==> config.mk <==
export PLATFORM = sky130hd
export DESIGN_NAME = dspfi_seq
export DESIGN_NICKNAME = d
export VERILOG_FILES = /design/src/shared/dspfi_pkg.sv /design/src/verilog/dspfi_emu_clk.sv /design/src/verilog/dspfi_seq.sv
export VERILOG_INCLUDE_DIRS = /design/src /design/src/shared
export SDC_FILE = /design/constraint.sdc
export NUM_CORES = 1
export LEC_CHECK = 0
export BUFFER_PORTS_ARGS = -buffer_cell sky130_fd_sc_hd__buf_2
export CAP_MARGIN = 20
export CORE_MARGIN = 5
export CORE_UTILIZATION = 48
export CTS_CLUSTER_DIAMETER = 100
export DETAILED_ROUTE_END_ITERATION = 12
export GPL_TIMING_DRIVEN = 1
export MAX_ROUTING_LAYER = met4
export PLACE_DENSITY = 0.76
export SLEW_MARGIN = 20
export SYNTH_ARGS = -nofsm -noshare
export SYNTH_HDL_FRONTEND = slang
export SYNTH_HIERARCHICAL = 1
export SYNTH_SLANG_ARGS = --single-unit
==> constraint.sdc <==
create_clock -name pclk -period 1.65 [get_ports pclk]
set_input_delay 0.165 -clock pclk [delete_from_list [all_inputs] [get_ports pclk]]
set_output_delay 0.165 -clock pclk [all_outputs]
set_load 0.01 [all_outputs]
==> src/shared/dspfi_consts.svh <==
// offsets, field positions, reset values and timing counts for the flag init sequencer
`ifndef DSPFI_CONSTS_SVH
`define DSPFI_CONSTS_SVH
`define DSPFI_OFF_CLKSTCTRL   12'h000
`define DSPFI_OFF_CLKCTRL     12'h004
`define DSPFI_OFF_RSTCTRL     12'h008
`define DSPFI_OFF_PWRSTCTRL   12'h00c
`define DSPFI_OFF_EMUSTCTRL   12'h010
`define DSPFI_OFF_STATUS      12'h014
`define DSPFI_DOM_FORCED_SOFTWARE_WAKEUP     2'h2
`define DSPFI_DOM_HARDWARE_AUTO_GATING     2'h3
`define DSPFI_MOD_ENABLE      2'h1
`define DSPFI_RST_RELEASE     2'h1
`define DSPFI_RST_ASSERT      2'h3
`define DSPFI_IDLEST_LSB      16
`define DSPFI_IDLEST_DISABLED 2'h3
`define DSPFI_IDLEST_FUNC     2'h0
`define DSPFI_RST_CLKSTCTRL   2'h0
`define DSPFI_RST_CLKCTRL     2'h0
`define DSPFI_RST_RSTCTRL     2'h3
`define DSPFI_RST_PWRSTCTRL   32'h00000000
`define DSPFI_RST_EMUSTCTRL   2'h3
`define DSPFI_CLK_MHZ         40
`define DSPFI_WAKE_NS         200
`define DSPFI_WAKE_CYC        ((`DSPFI_WAKE_NS * `DSPFI_CLK_MHZ + 999) / 1000)
`define DSPFI_EMU_DIV         4
`endif

==> src/shared/dspfi_pkg.sv <==
// types for the flag init sequencer
package dspfi_pkg;
  typedef enum logic [3:0] {
    DSPFI_OFF    = 4'h1,
    DSPFI_WAKING = 4'h2,
    DSPFI_FUNC   = 4'h4,
    DSPFI_STBY   = 4'h8
  } dspfi_state_t;
endpackage

==> src/verilog/dspfi_emu_clk.sv <==
// emulation clock gate: free running under debugger or forced wakeup
`timescale 1ns/1ps
`include "dspfi_consts.svh"
module dspfi_emu_clk (
  // clock and reset
  input  wire logic       pclk,
  input  wire logic       presetn,
  // control
  input  wire logic [1:0] emu_mode,
  input  wire logic       debugger_attached,
  // result
  output logic            emu_clk_running
);
  logic [1:0] dbg_sync_q;
  logic       run_q;
  // debugger attach comes from a pin outside this clock domain; two stages before any use
  wire        run_d = dbg_sync_q[1] || (emu_mode == `DSPFI_DOM_FORCED_SOFTWARE_WAKEUP);
  always_ff @(posedge pclk or negedge presetn) begin
    if (!presetn) begin
      dbg_sync_q <= 2'h0;
      run_q      <= 1'b0;
    end else begin
      dbg_sync_q <= {dbg_sync_q[0], debugger_attached};
      run_q      <= run_d;
    end
  end
  // a debugger attach is seen three cycles late, which delays standby entry and the emu_run status bit
  assign emu_clk_running = run_q;
endmodule // dspfi_emu_clk

==> src/verilog/dspfi_seq.sv <==
// power, clock and reset control of the signal processor subsystem with flag init
//
// Local design decisions: the register offsets and the APB slave port.
`timescale 1ns/1ps
`include "dspfi_consts.svh"
module dspfi_seq (
  // apb clock and reset
  input  wire logic        pclk,
  input  wire logic        presetn,
  // apb slave
  input  wire logic        psel,
  input  wire logic        penable,
  input  wire logic        pwrite,
  input  wire logic [11:0] paddr,
  input  wire logic [31:0] pwdata,
  input  wire logic [3:0]  pstrb,
  output logic [31:0]      prdata,
  output logic             pready,
  output logic             pslverr,
  // subsystem side
  input  wire logic        debugger_attached,
  input  wire logic        idle_request,
  output logic             arbitration_priority_flag,
  output logic             initiator_standby_handshake,
  output logic             sp_clock_on,
  output logic             sp_reset_n
);
  logic [1:0]  dom_q;
  logic [1:0]  mod_q;
  logic [1:0]  rst_q;
  logic [31:0] pwr_q;
  logic [1:0]  emu_q;
  logic        err_q;
  logic [3:0]  cnt_q;
  logic [3:0]  cnt_d;
  logic        flag_q;
  logic        stby_q;
  logic [31:0] rdata_q;
  logic        ready_q;
  logic        slverr_q;
  logic [31:0] pwr_d;
  logic        clk_on_q;
  logic        sp_rst_n_q;
  logic        emu_run;
  dspfi_pkg::dspfi_state_t st_q;
  dspfi_pkg::dspfi_state_t st_d;

  wire setup   = psel && !penable;
  // writes land at the access edge, where the master sees pready high
  wire wr      = psel && penable && ready_q && pwrite && (pstrb[0] || pstrb[1] || pstrb[2] || pstrb[3]);
  wire hit_dom = paddr == `DSPFI_OFF_CLKSTCTRL;
  wire hit_mod = paddr == `DSPFI_OFF_CLKCTRL;
  wire hit_rst = paddr == `DSPFI_OFF_RSTCTRL;
  wire hit_pwr = paddr == `DSPFI_OFF_PWRSTCTRL;
  wire hit_emu = paddr == `DSPFI_OFF_EMUSTCTRL;
  wire hit_sts = paddr == `DSPFI_OFF_STATUS;
  wire mapped  = hit_dom || hit_mod || hit_rst || hit_pwr || hit_emu || hit_sts;
  wire lo_byte = pstrb[0];
  wire clk_req = (mod_q == `DSPFI_MOD_ENABLE) || (dom_q == `DSPFI_DOM_FORCED_SOFTWARE_WAKEUP);
  wire out_rst = rst_q == `DSPFI_RST_RELEASE;
  wire active  = (st_q == dspfi_pkg::DSPFI_FUNC) || (st_q == dspfi_pkg::DSPFI_STBY);
  // idle status: 0 functional or standby, 3 disabled, 1 in transition
  wire [1:0] idlest = active ? `DSPFI_IDLEST_FUNC :
                      (st_q == dspfi_pkg::DSPFI_WAKING) ? 2'h1 : `DSPFI_IDLEST_DISABLED;
  wire [31:0] mod_rd = {14'h0000, idlest, 14'h0000, mod_q};
  wire [31:0] rd_mux = hit_dom ? {30'h0, dom_q} :
                       hit_mod ? mod_rd :
                       hit_rst ? {30'h0, rst_q} :
                       hit_pwr ? pwr_q :
                       hit_emu ? {30'h0, emu_q} :
                       hit_sts ? {29'h0, emu_run, flag_q, err_q} : 32'h00000000;
  // standby is entered only with a toggling emulation clock; otherwise the request is held off
  wire stby_ok = idle_request && emu_run;

  // power state keeps whatever software wrote back; byte lanes follow the strobes
  for (genvar g = 0; g < 4; g++) begin : g_pwr_lane
    assign pwr_d[8*g +: 8] = (wr && hit_pwr && pstrb[g]) ? pwdata[8*g +: 8] : pwr_q[8*g +: 8];
  end

  dspfi_emu_clk u_emu (
    .pclk              (pclk),
    .presetn           (presetn),
    .emu_mode          (emu_q),
    .debugger_attached (debugger_attached),
    .emu_clk_running   (emu_run)
  );

  always_comb begin
    st_d  = st_q;
    cnt_d = cnt_q;
    unique case (st_q)
      dspfi_pkg::DSPFI_OFF: begin
        cnt_d = 4'h0;
        if (clk_req && out_rst) begin
          st_d = dspfi_pkg::DSPFI_WAKING;
        end
      end
      dspfi_pkg::DSPFI_WAKING: begin
        // fixed short wakeup, far inside any software timeout
        cnt_d = cnt_q + 4'h1;
        if (!(clk_req && out_rst)) begin
          st_d = dspfi_pkg::DSPFI_OFF;
        end else if (cnt_q == 4'(`DSPFI_WAKE_CYC - 1)) begin
          st_d = dspfi_pkg::DSPFI_FUNC;
        end
      end
      dspfi_pkg::DSPFI_FUNC: begin
        if (!(clk_req && out_rst)) begin
          st_d = dspfi_pkg::DSPFI_OFF;
        end else if (stby_ok) begin
          st_d = dspfi_pkg::DSPFI_STBY;
        end
      end
      dspfi_pkg::DSPFI_STBY: begin
        if (!(clk_req && out_rst)) begin
          st_d = dspfi_pkg::DSPFI_OFF;
        end else if (!idle_request) begin
          st_d = dspfi_pkg::DSPFI_FUNC;
        end
      end
    endcase
  end

  always_ff @(posedge pclk or negedge presetn) begin
    if (!presetn) begin
      st_q  <= dspfi_pkg::DSPFI_OFF;
      cnt_q <= 4'h0;
    end else begin
      st_q  <= st_d;
      cnt_q <= cnt_d;
    end
  end

  // registers; zero wait states, so a write lands one edge after its setup edge
  always_ff @(posedge pclk or negedge presetn) begin
    if (!presetn) begin
      dom_q <= `DSPFI_RST_CLKSTCTRL;
      mod_q <= `DSPFI_RST_CLKCTRL;
      rst_q <= `DSPFI_RST_RSTCTRL;
      pwr_q <= `DSPFI_RST_PWRSTCTRL;
      emu_q <= `DSPFI_RST_EMUSTCTRL;
      err_q <= 1'b0;
    end else begin
      if (wr && hit_dom && lo_byte) dom_q <= pwdata[1:0];
      if (wr && hit_mod && lo_byte) mod_q <= pwdata[1:0];
      if (wr && hit_rst && lo_byte) rst_q <= pwdata[1:0];
      pwr_q <= pwr_d;
      if (wr && hit_emu && lo_byte) emu_q <= pwdata[1:0];
      // software logs a timeout here; write 1 sets, write 0 clears
      if (wr && hit_sts && lo_byte) err_q <= pwdata[0];
    end
  end

  // flag is undefined in the real part before first clocking; here it resets to 1 to show that
  always_ff @(posedge pclk or negedge presetn) begin
    if (!presetn) begin
      flag_q     <= 1'b1;
      stby_q     <= 1'b0;
      clk_on_q   <= 1'b0;
      sp_rst_n_q <= 1'b0;
    end else begin
      if (active) flag_q <= 1'b0;
      stby_q     <= st_q == dspfi_pkg::DSPFI_STBY;
      // taken from the next state so the pin tracks the state register without lag
      clk_on_q   <= (st_d == dspfi_pkg::DSPFI_FUNC) || (st_d == dspfi_pkg::DSPFI_STBY);
      sp_rst_n_q <= out_rst;
    end
  end

  always_ff @(posedge pclk or negedge presetn) begin
    if (!presetn) begin
      rdata_q  <= 32'h00000000;
      ready_q  <= 1'b0;
      slverr_q <= 1'b0;
    end else begin
      ready_q  <= setup;
      slverr_q <= setup && !mapped;
      rdata_q  <= (setup && !pwrite) ? rd_mux : 32'h00000000;
    end
  end

  assign prdata                      = rdata_q;
  assign pready                      = ready_q;
  assign pslverr                     = slverr_q;
  assign arbitration_priority_flag   = flag_q;
  assign initiator_standby_handshake = stby_q;
  assign sp_clock_on                 = clk_on_q;
  assign sp_reset_n                  = sp_rst_n_q;
endmodule // dspfi_seq

==> run metrics, run 1 <==
status complete, no violations; final setup vio count 0; crit-path cells nor2b_1 -> o21a_2 -> and3_1 -> or3b_2; # DRC 0; CP max stage cell or3b_2; initial antenna violation count 1; initial drt markers around 160; metal2 WL 4002 um; Avg Cell Area, Syn between 10 and 15 um^2; Seq/Total Area, Yosys between 60% and 70%; CTS Buf Count 9; RSZ-0062 raised after global routing yes; num rows 32; via count 2713; arrival time at the worst endpoint 1.83 ns; post-DP HPWL between 6000 and 7000 um; grt ovf 0; synth cell count leaders 84 x dfrtp_1, 36 x mux2_2, 27 x and2_1, 19 x nand2_1, 15 x nor2_1; Synth warnings 6; metal3 WL approximately 520 um; DR WL/cell 15.05 um; Port Buffers slightly above 90; Final Hold Viols 0; leakage approximately 2.5 nW; Int Pwr between 0.003 and 0.004 W; largest net degree at the start of global routing between 50 and 60; kind of critical path reg -> reg; CP Capture Type register; predominant post-synthesis flop cell dfrtp_1; slowest stage delay, CP around 0.46 ns; max-cap check violation count 0; Final Max Slew Viols 0; period utilization a little over nine tenths; clock sinks 90; Routed met1 length around 3400 um; Layout Skew just under 0.006 ns; first-pass GRT wire length 13990 um; Worst Path Required 1.88 ns; Peak Freq between 600 and 700 MHz; asr flop ratio synth 100.0%; synthesized area between 0.003 and 0.004 mm^2; Worst-path clk slew around 0.10 ns; synth unique cells 50; CP Launch Type register; die height 98.45 um; pwr dens 827.8 mW/mm^2; Post-Route Utilization 63.13%; Core ar. 0.007687 mm^2; Yosys reg bits 90; CTS tree done; Worst-Skew Late Latency ~0.35 ns; VDD IR max between 0.7 and 0.8 mV; final setup TNS 0 ns; Psw around 0.00098 W; count leader, synth dfrtp_1; GP Congestion between 0.8 and 0.9; area leader, netlist dfrtp_1; clock power share between 30% and 40%; global-route usage over all layers between 10% and 20%; Net Sw Frac 24.30%; io pins 93; Post-Synthesis Net Count around 350; fin nets 481; Post-CTS Setup Bufs 0; First-pass DRT Iterations 4; routed vias/inst between 5 and 6; Routed Antenna Nets 0; Starting Density between 40% and 50%; die span in x between 90 and 100 um; Post-synth EDFFs 0; critical path's top delay family simple AND/OR/NAND/NOR gates; Combinational Power Share 5.0%; die area a little under 0.01 mm^2; Crit Path Max Fanout 5; Max Used Layer met4; final wirelength 8021 um; CTS H-tree depth 3; worst hold path type in -> reg; Root Buffer clkbuf_8; minimum clock period between 1.5 and 2 ns; largest cells by area after synthesis dfrtp_1 56%, mux2_2 11%, and2_1 4.5%; share of layout cells above drive strength 1 48.37%; area growth from synthesis to layout 29.26%; Cells after Synth roughly 300; worst-margin pin slew between 0.4 and 0.5 ns; vias in the first global route a little under 3k; share of power burned in registers 55.1%; Max transition margin roughly 70%; CP Buf/Inv Count 0; Clock Tree Buf Depth 2; share of the synthesized area in the top cell type 55.98%
## registers in the layout, indices dropped and copies added, names as in the netlist
name and flops:
sp_reset_n 1, arbitration_priority_flag 1, u_emu/dbg_sync_q 2, dom_q 2, pslverr 1, st_q 4
u_emu/emu_clk_running 1, pwr_q 32, mod_q 2, pready 1, rst_q 2, err_q 1
emu_q 2, sp_clock_on 1, prdata 32, initiator_standby_handshake 1, cnt_q 4
## logic make-up (layout without fill, tap and decap cells)
| kind of cell | Yosys count | in the layout | synth area share, % |
|---|---|---|---|
| other cells | 0 | 1 | 0 |
| buf+inv | 13 | 146 | 1.400 |
| xor+xnor | 3 | 3 | 0.6999 |
| simple gates | 109 | 109 | 17.83 |
| mux | 46 | 46 | 13.83 |
| flops | 90 | 90 | 60.18 |
| fa+ha+maj | 1 | 1 | 0.3332 |
| compound gates | 35 | 35 | 5.732 |
## through the flow
step	instances	total power [W]	area, um^2	hold WS (ns)	setup slack [ns]
after floorplan	297	0.002301	3755	-0.1306	-0.02342
after global placement	514	0.002452	4573	0.07012	-0.1129
after detailed placement	514	0.002456	4573	0.07379	-0.1615
after CTS	532	0.004058	4828	0.01563	0.001284
after global routing	533	0.004183	4853	0.01040	-0.01493
final	533	0.004018	4853	0.03422	0.05205
## layout make-up
type | instances | area, um^2
Sequential cell | 90 | 2260
Timing Repair Buffer | 126 | 748.2
Tap cell | 102 | 127.6
Clock inverter | 7 | 95.09
Inverter | 4 | 15.01
Clock buffer | 9 | 123.9
Fill cell | 599 | 2834
Multi-Input combinational cell | 194 | 1481
Antenna cell | 1 | 2.502
## final timing paths
check / start / to / slack (ns) / cells past startpoint
max in group asynchronous: presetn / st_q[0] / 0.80 / 3
min reg2reg: u_emu/dbg_sync_q[0] / u_emu/dbg_sync_q[1] / 0.37 / 0
max reg2reg: dom_q[1] / st_q[3] / 0.05 / 4
min in group asynchronous: presetn / cnt_q[0] / 0.24 / 2
max: dom_q[1] / st_q[3] / 0.05 / 4
min: pwdata[28] / pwr_q[28] / 0.03 / 2
## what timing repair did
item	CTS	global route
gates cloned	0	0
endpoints found under the hold margin	20	0
setup endpoints to repair	3	17
hold buffers	2	0
resized for setup	5	9
pin swaps	0	1
## routing by layer
| layer | vias up | track usage [%] |
|---|---|---|
| met5 | - | - |
| met4 | 0 | 5.567 |
| met3 | 14 | 5.662 |
| met2 | 89 | 28.97 |
| met1 | 1326 | 22.57 |
| li1 | 1284 | - |
## power groups by stage
stage | clock network [W] | logic [W] | registers (W)
final | 0.00160 | 0.000199 | 0.00222
after global routing | 0.00174 | 0.000226 | 0.00222
after CTS | 0.00164 | 0.000203 | 0.00222
after detailed placement | 0 | 0.000198 | 0.00226
after global placement | 0 | 0.000194 | 0.00226
after floorplan | 0 | 0.0000427 | 0.00226
## placed cells by master, fill, tap and decap left out, types with 4 or more instances in the layout
master / n
buf_2: 91
dfrtp_1: 84
mux2_2: 36
buf_4: 31
and2_1: 27
nand2_1: 18
nor2_1: 15
a21oi_1: 11
clkbuf_8: 9
o21ai_0: 8
nor3_1: 7
nand3_1: 6
dfstp_2: 6
nor2b_1: 5
mux2i_1: 5
nand2b_1: 4
No activity file was read; power rests on OpenSTA's default activity.
==> run 2, diff against run 1 <==
--- a/config.mk
+++ b/config.mk
@@ -9,12 +9,12 @@
 export BUFFER_PORTS_ARGS = -buffer_cell sky130_fd_sc_hd__buf_2
 export CAP_MARGIN = 20
 export CORE_MARGIN = 5
-export CORE_UTILIZATION = 48
+export CORE_UTILIZATION = 45
 export CTS_CLUSTER_DIAMETER = 100
 export DETAILED_ROUTE_END_ITERATION = 12
 export GPL_TIMING_DRIVEN = 1
 export MAX_ROUTING_LAYER = met4
-export PLACE_DENSITY = 0.76
+export PLACE_DENSITY = 0.72
 export SLEW_MARGIN = 20
 export SYNTH_ARGS = -nofsm -noshare
 export SYNTH_HDL_FRONTEND = slang
==> run 2 against run 1 <==
Final cell count increased by 1.3%. Clock skew increased by 0.0032 ns. Register-to-register slack about the same. Fmax decreased by 0.80%. Via count increased by 1.3%. Non-clock buffer count increased by 5.
==> run metrics, run 2 (same netlist as run 1, synthesis figures left out) <==
total power between 0.004 and 0.005 W; arrival time at the worst endpoint between 1.5 and 2 ns; kind of critical path reg -> reg; status complete, no violations; First-pass DRT Iterations 4; die span in x 101.3 um; critical path startpoint cnt_q[0]; pwr dens roughly 840 mW/mm^2; commonest non-fill, non-tap cell in the layout buf_2; leakage between 2 and 3 nW; die area roughly 0.010 mm^2; share of layout cells above drive strength 1 between 40% and 50%; initial antenna violation count 0; io pins 93; grt ovf 0; routed vias/inst roughly 5.1; period utilization a little over nine tenths; ant diodes 0; Worst-path clk slew ~0.1 ns; Port Buffers 92; first-pass GRT wire length ~14000 um; Routed Antenna Nets 0; # DRC 0; Worst-Skew Late Latency between 0.3 and 0.4 ns; post-DP HPWL roughly 6000 um; minimum clock period ~1.6 ns; Hold Crit Start pwdata[8]; Final Max Slew Viols 0; Final Hold Viols 0; global-route usage over all layers approximately 18%; Worst R2R Setup Slack slightly below 0.04 ns; endpoint with the worst hold slack pwr_q[8]; GP Congestion around 0.9; final wirelength slightly above 8000 um; initial drt markers 96; final setup vio count 0; VDD IR max 0.5572 mV; CP Launch Type register; Post-CTS Setup Bufs 0; RSZ-0062 raised after global routing yes; hold path cells 2; worst r2r path cells 7; Worst Path Required 1.88 ns; Root Buffer clkbuf_8; CTS Buf Count 9; Starting Density 45.93%; DR WL/cell about 15 um; max-cap check violation count 0; clock sinks 90; most frequent cells in the layout 91 x buf_2, 84 x dfrtp_1, 36 x mux2_2; CTS H-tree depth 3; area growth from synthesis to layout 31.99%; Core ar. 0.008175 mm^2; fin nets just under 500; Crit Path Max Fanout 3; largest net degree at the start of global routing 36; FF-to-FF End sp_clock_on; num rows 33; vias in the first global route roughly 3.0k; Max transition margin 68.35%; worst-margin pin slew approximately 0.47 ns; via count ~2.7k; die height just over 100 um; CTS tree done; worst hold path type in -> reg; Peak Freq ~620 MHz; CP Capture Type register; RR Startpoint cnt_q[0]; Clock Tree Buf Depth 2; Layout Skew a little over 0.009 ns; Post-Route Utilization between 60 and 70%
run 2: changes by cell type in the layout (fill, tap and decap cells not counted), moves of 2 or more:
cell and change:
buf_12 +3, buf_4 +2, nand2_2 -2, nand2_4 +2, o21ai_0 +2, o21ai_1 -2
run 2: how the worst max path moves through the flow:
stage / cells past startpoint / endpoint / slack (ns)
detailed placement: 7 / prdata[0] / -0.15
global placement: 6 / dom_q[1] / -0.12
finish: 7 / sp_clock_on / 0.04
global route: 7 / sp_clock_on / -0.05
CTS: 4 / rst_q[0] / 0.009
floorplan: 5 / dom_q[0] / -0.02
run 2: final cells by class:
cell class | instances | area [um^2]
Timing Repair Buffer | 131 | 823.3
Tap cell | 105 | 131.4
Fill cell | 694 | 3219
Sequential cell | 90 | 2260
Clock inverter | 6 | 97.59
Clock buffer | 10 | 137.6
Multi-Input combinational cell | 194 | 1491
Inverter | 4 | 15.01
run 2: metal layers:
metal	global-route usage, %	part of all wire [%]	up-vias
met5	-	0	-
met4	5.624	1.5	0
met3	5.234	7.2	14
met2	27.57	47	96
met1	22.01	44	1340
li1	-	-	1297
run 2: worst max-delay path, cell delays in order, from the launching register on:
cell and delay [ns]:
dfrtp_1 0.39, ha_1 0.22, nand2_1 0.11, nor3_2 0.06, a22oi_1 0.17, o211ai_1 0.09, a21boi_1 0.14, o311a_1 0.30
run 2: what timing repair did:
action                                  CTS  global route
gates resized for setup                   5             9
hold buffers                              2             0
hold endpoints to repair                 32             0
endpoints found under the setup margin    4            18
pin swaps                                 0             0
run 2: metrics by stage:
stage / worst slack (ns) / hold WS, ns / instance area (um^2) / setup TNS (ns) / instances
5_1_grt: -0.04617 / 0.01590 / 4956 / -0.06125 / 540
3_5_place_dp: -0.1495 / 0.1607 / 4652 / -4.206 / 522
2_1_floorplan: -0.02342 / -0.1306 / 3755 / -0.06906 / 297
6_report: 0.03915 / 0.03793 / 4956 / 0 / 540
3_3_place_gp: -0.1160 / 0.1582 / 4652 / -3.335 / 522
4_1_cts: 0.009244 / 0.02351 / 4921 / 0 / 540
run 2: report_power, final:
group	leakage, nW	internal (W)	switching [W]	total [W]
registers	1.22	0.00221	0.00000333	0.00221
logic	1.26	0.0000936	0.000118	0.000211
clock network	0.119	0.000916	0.000807	0.00172
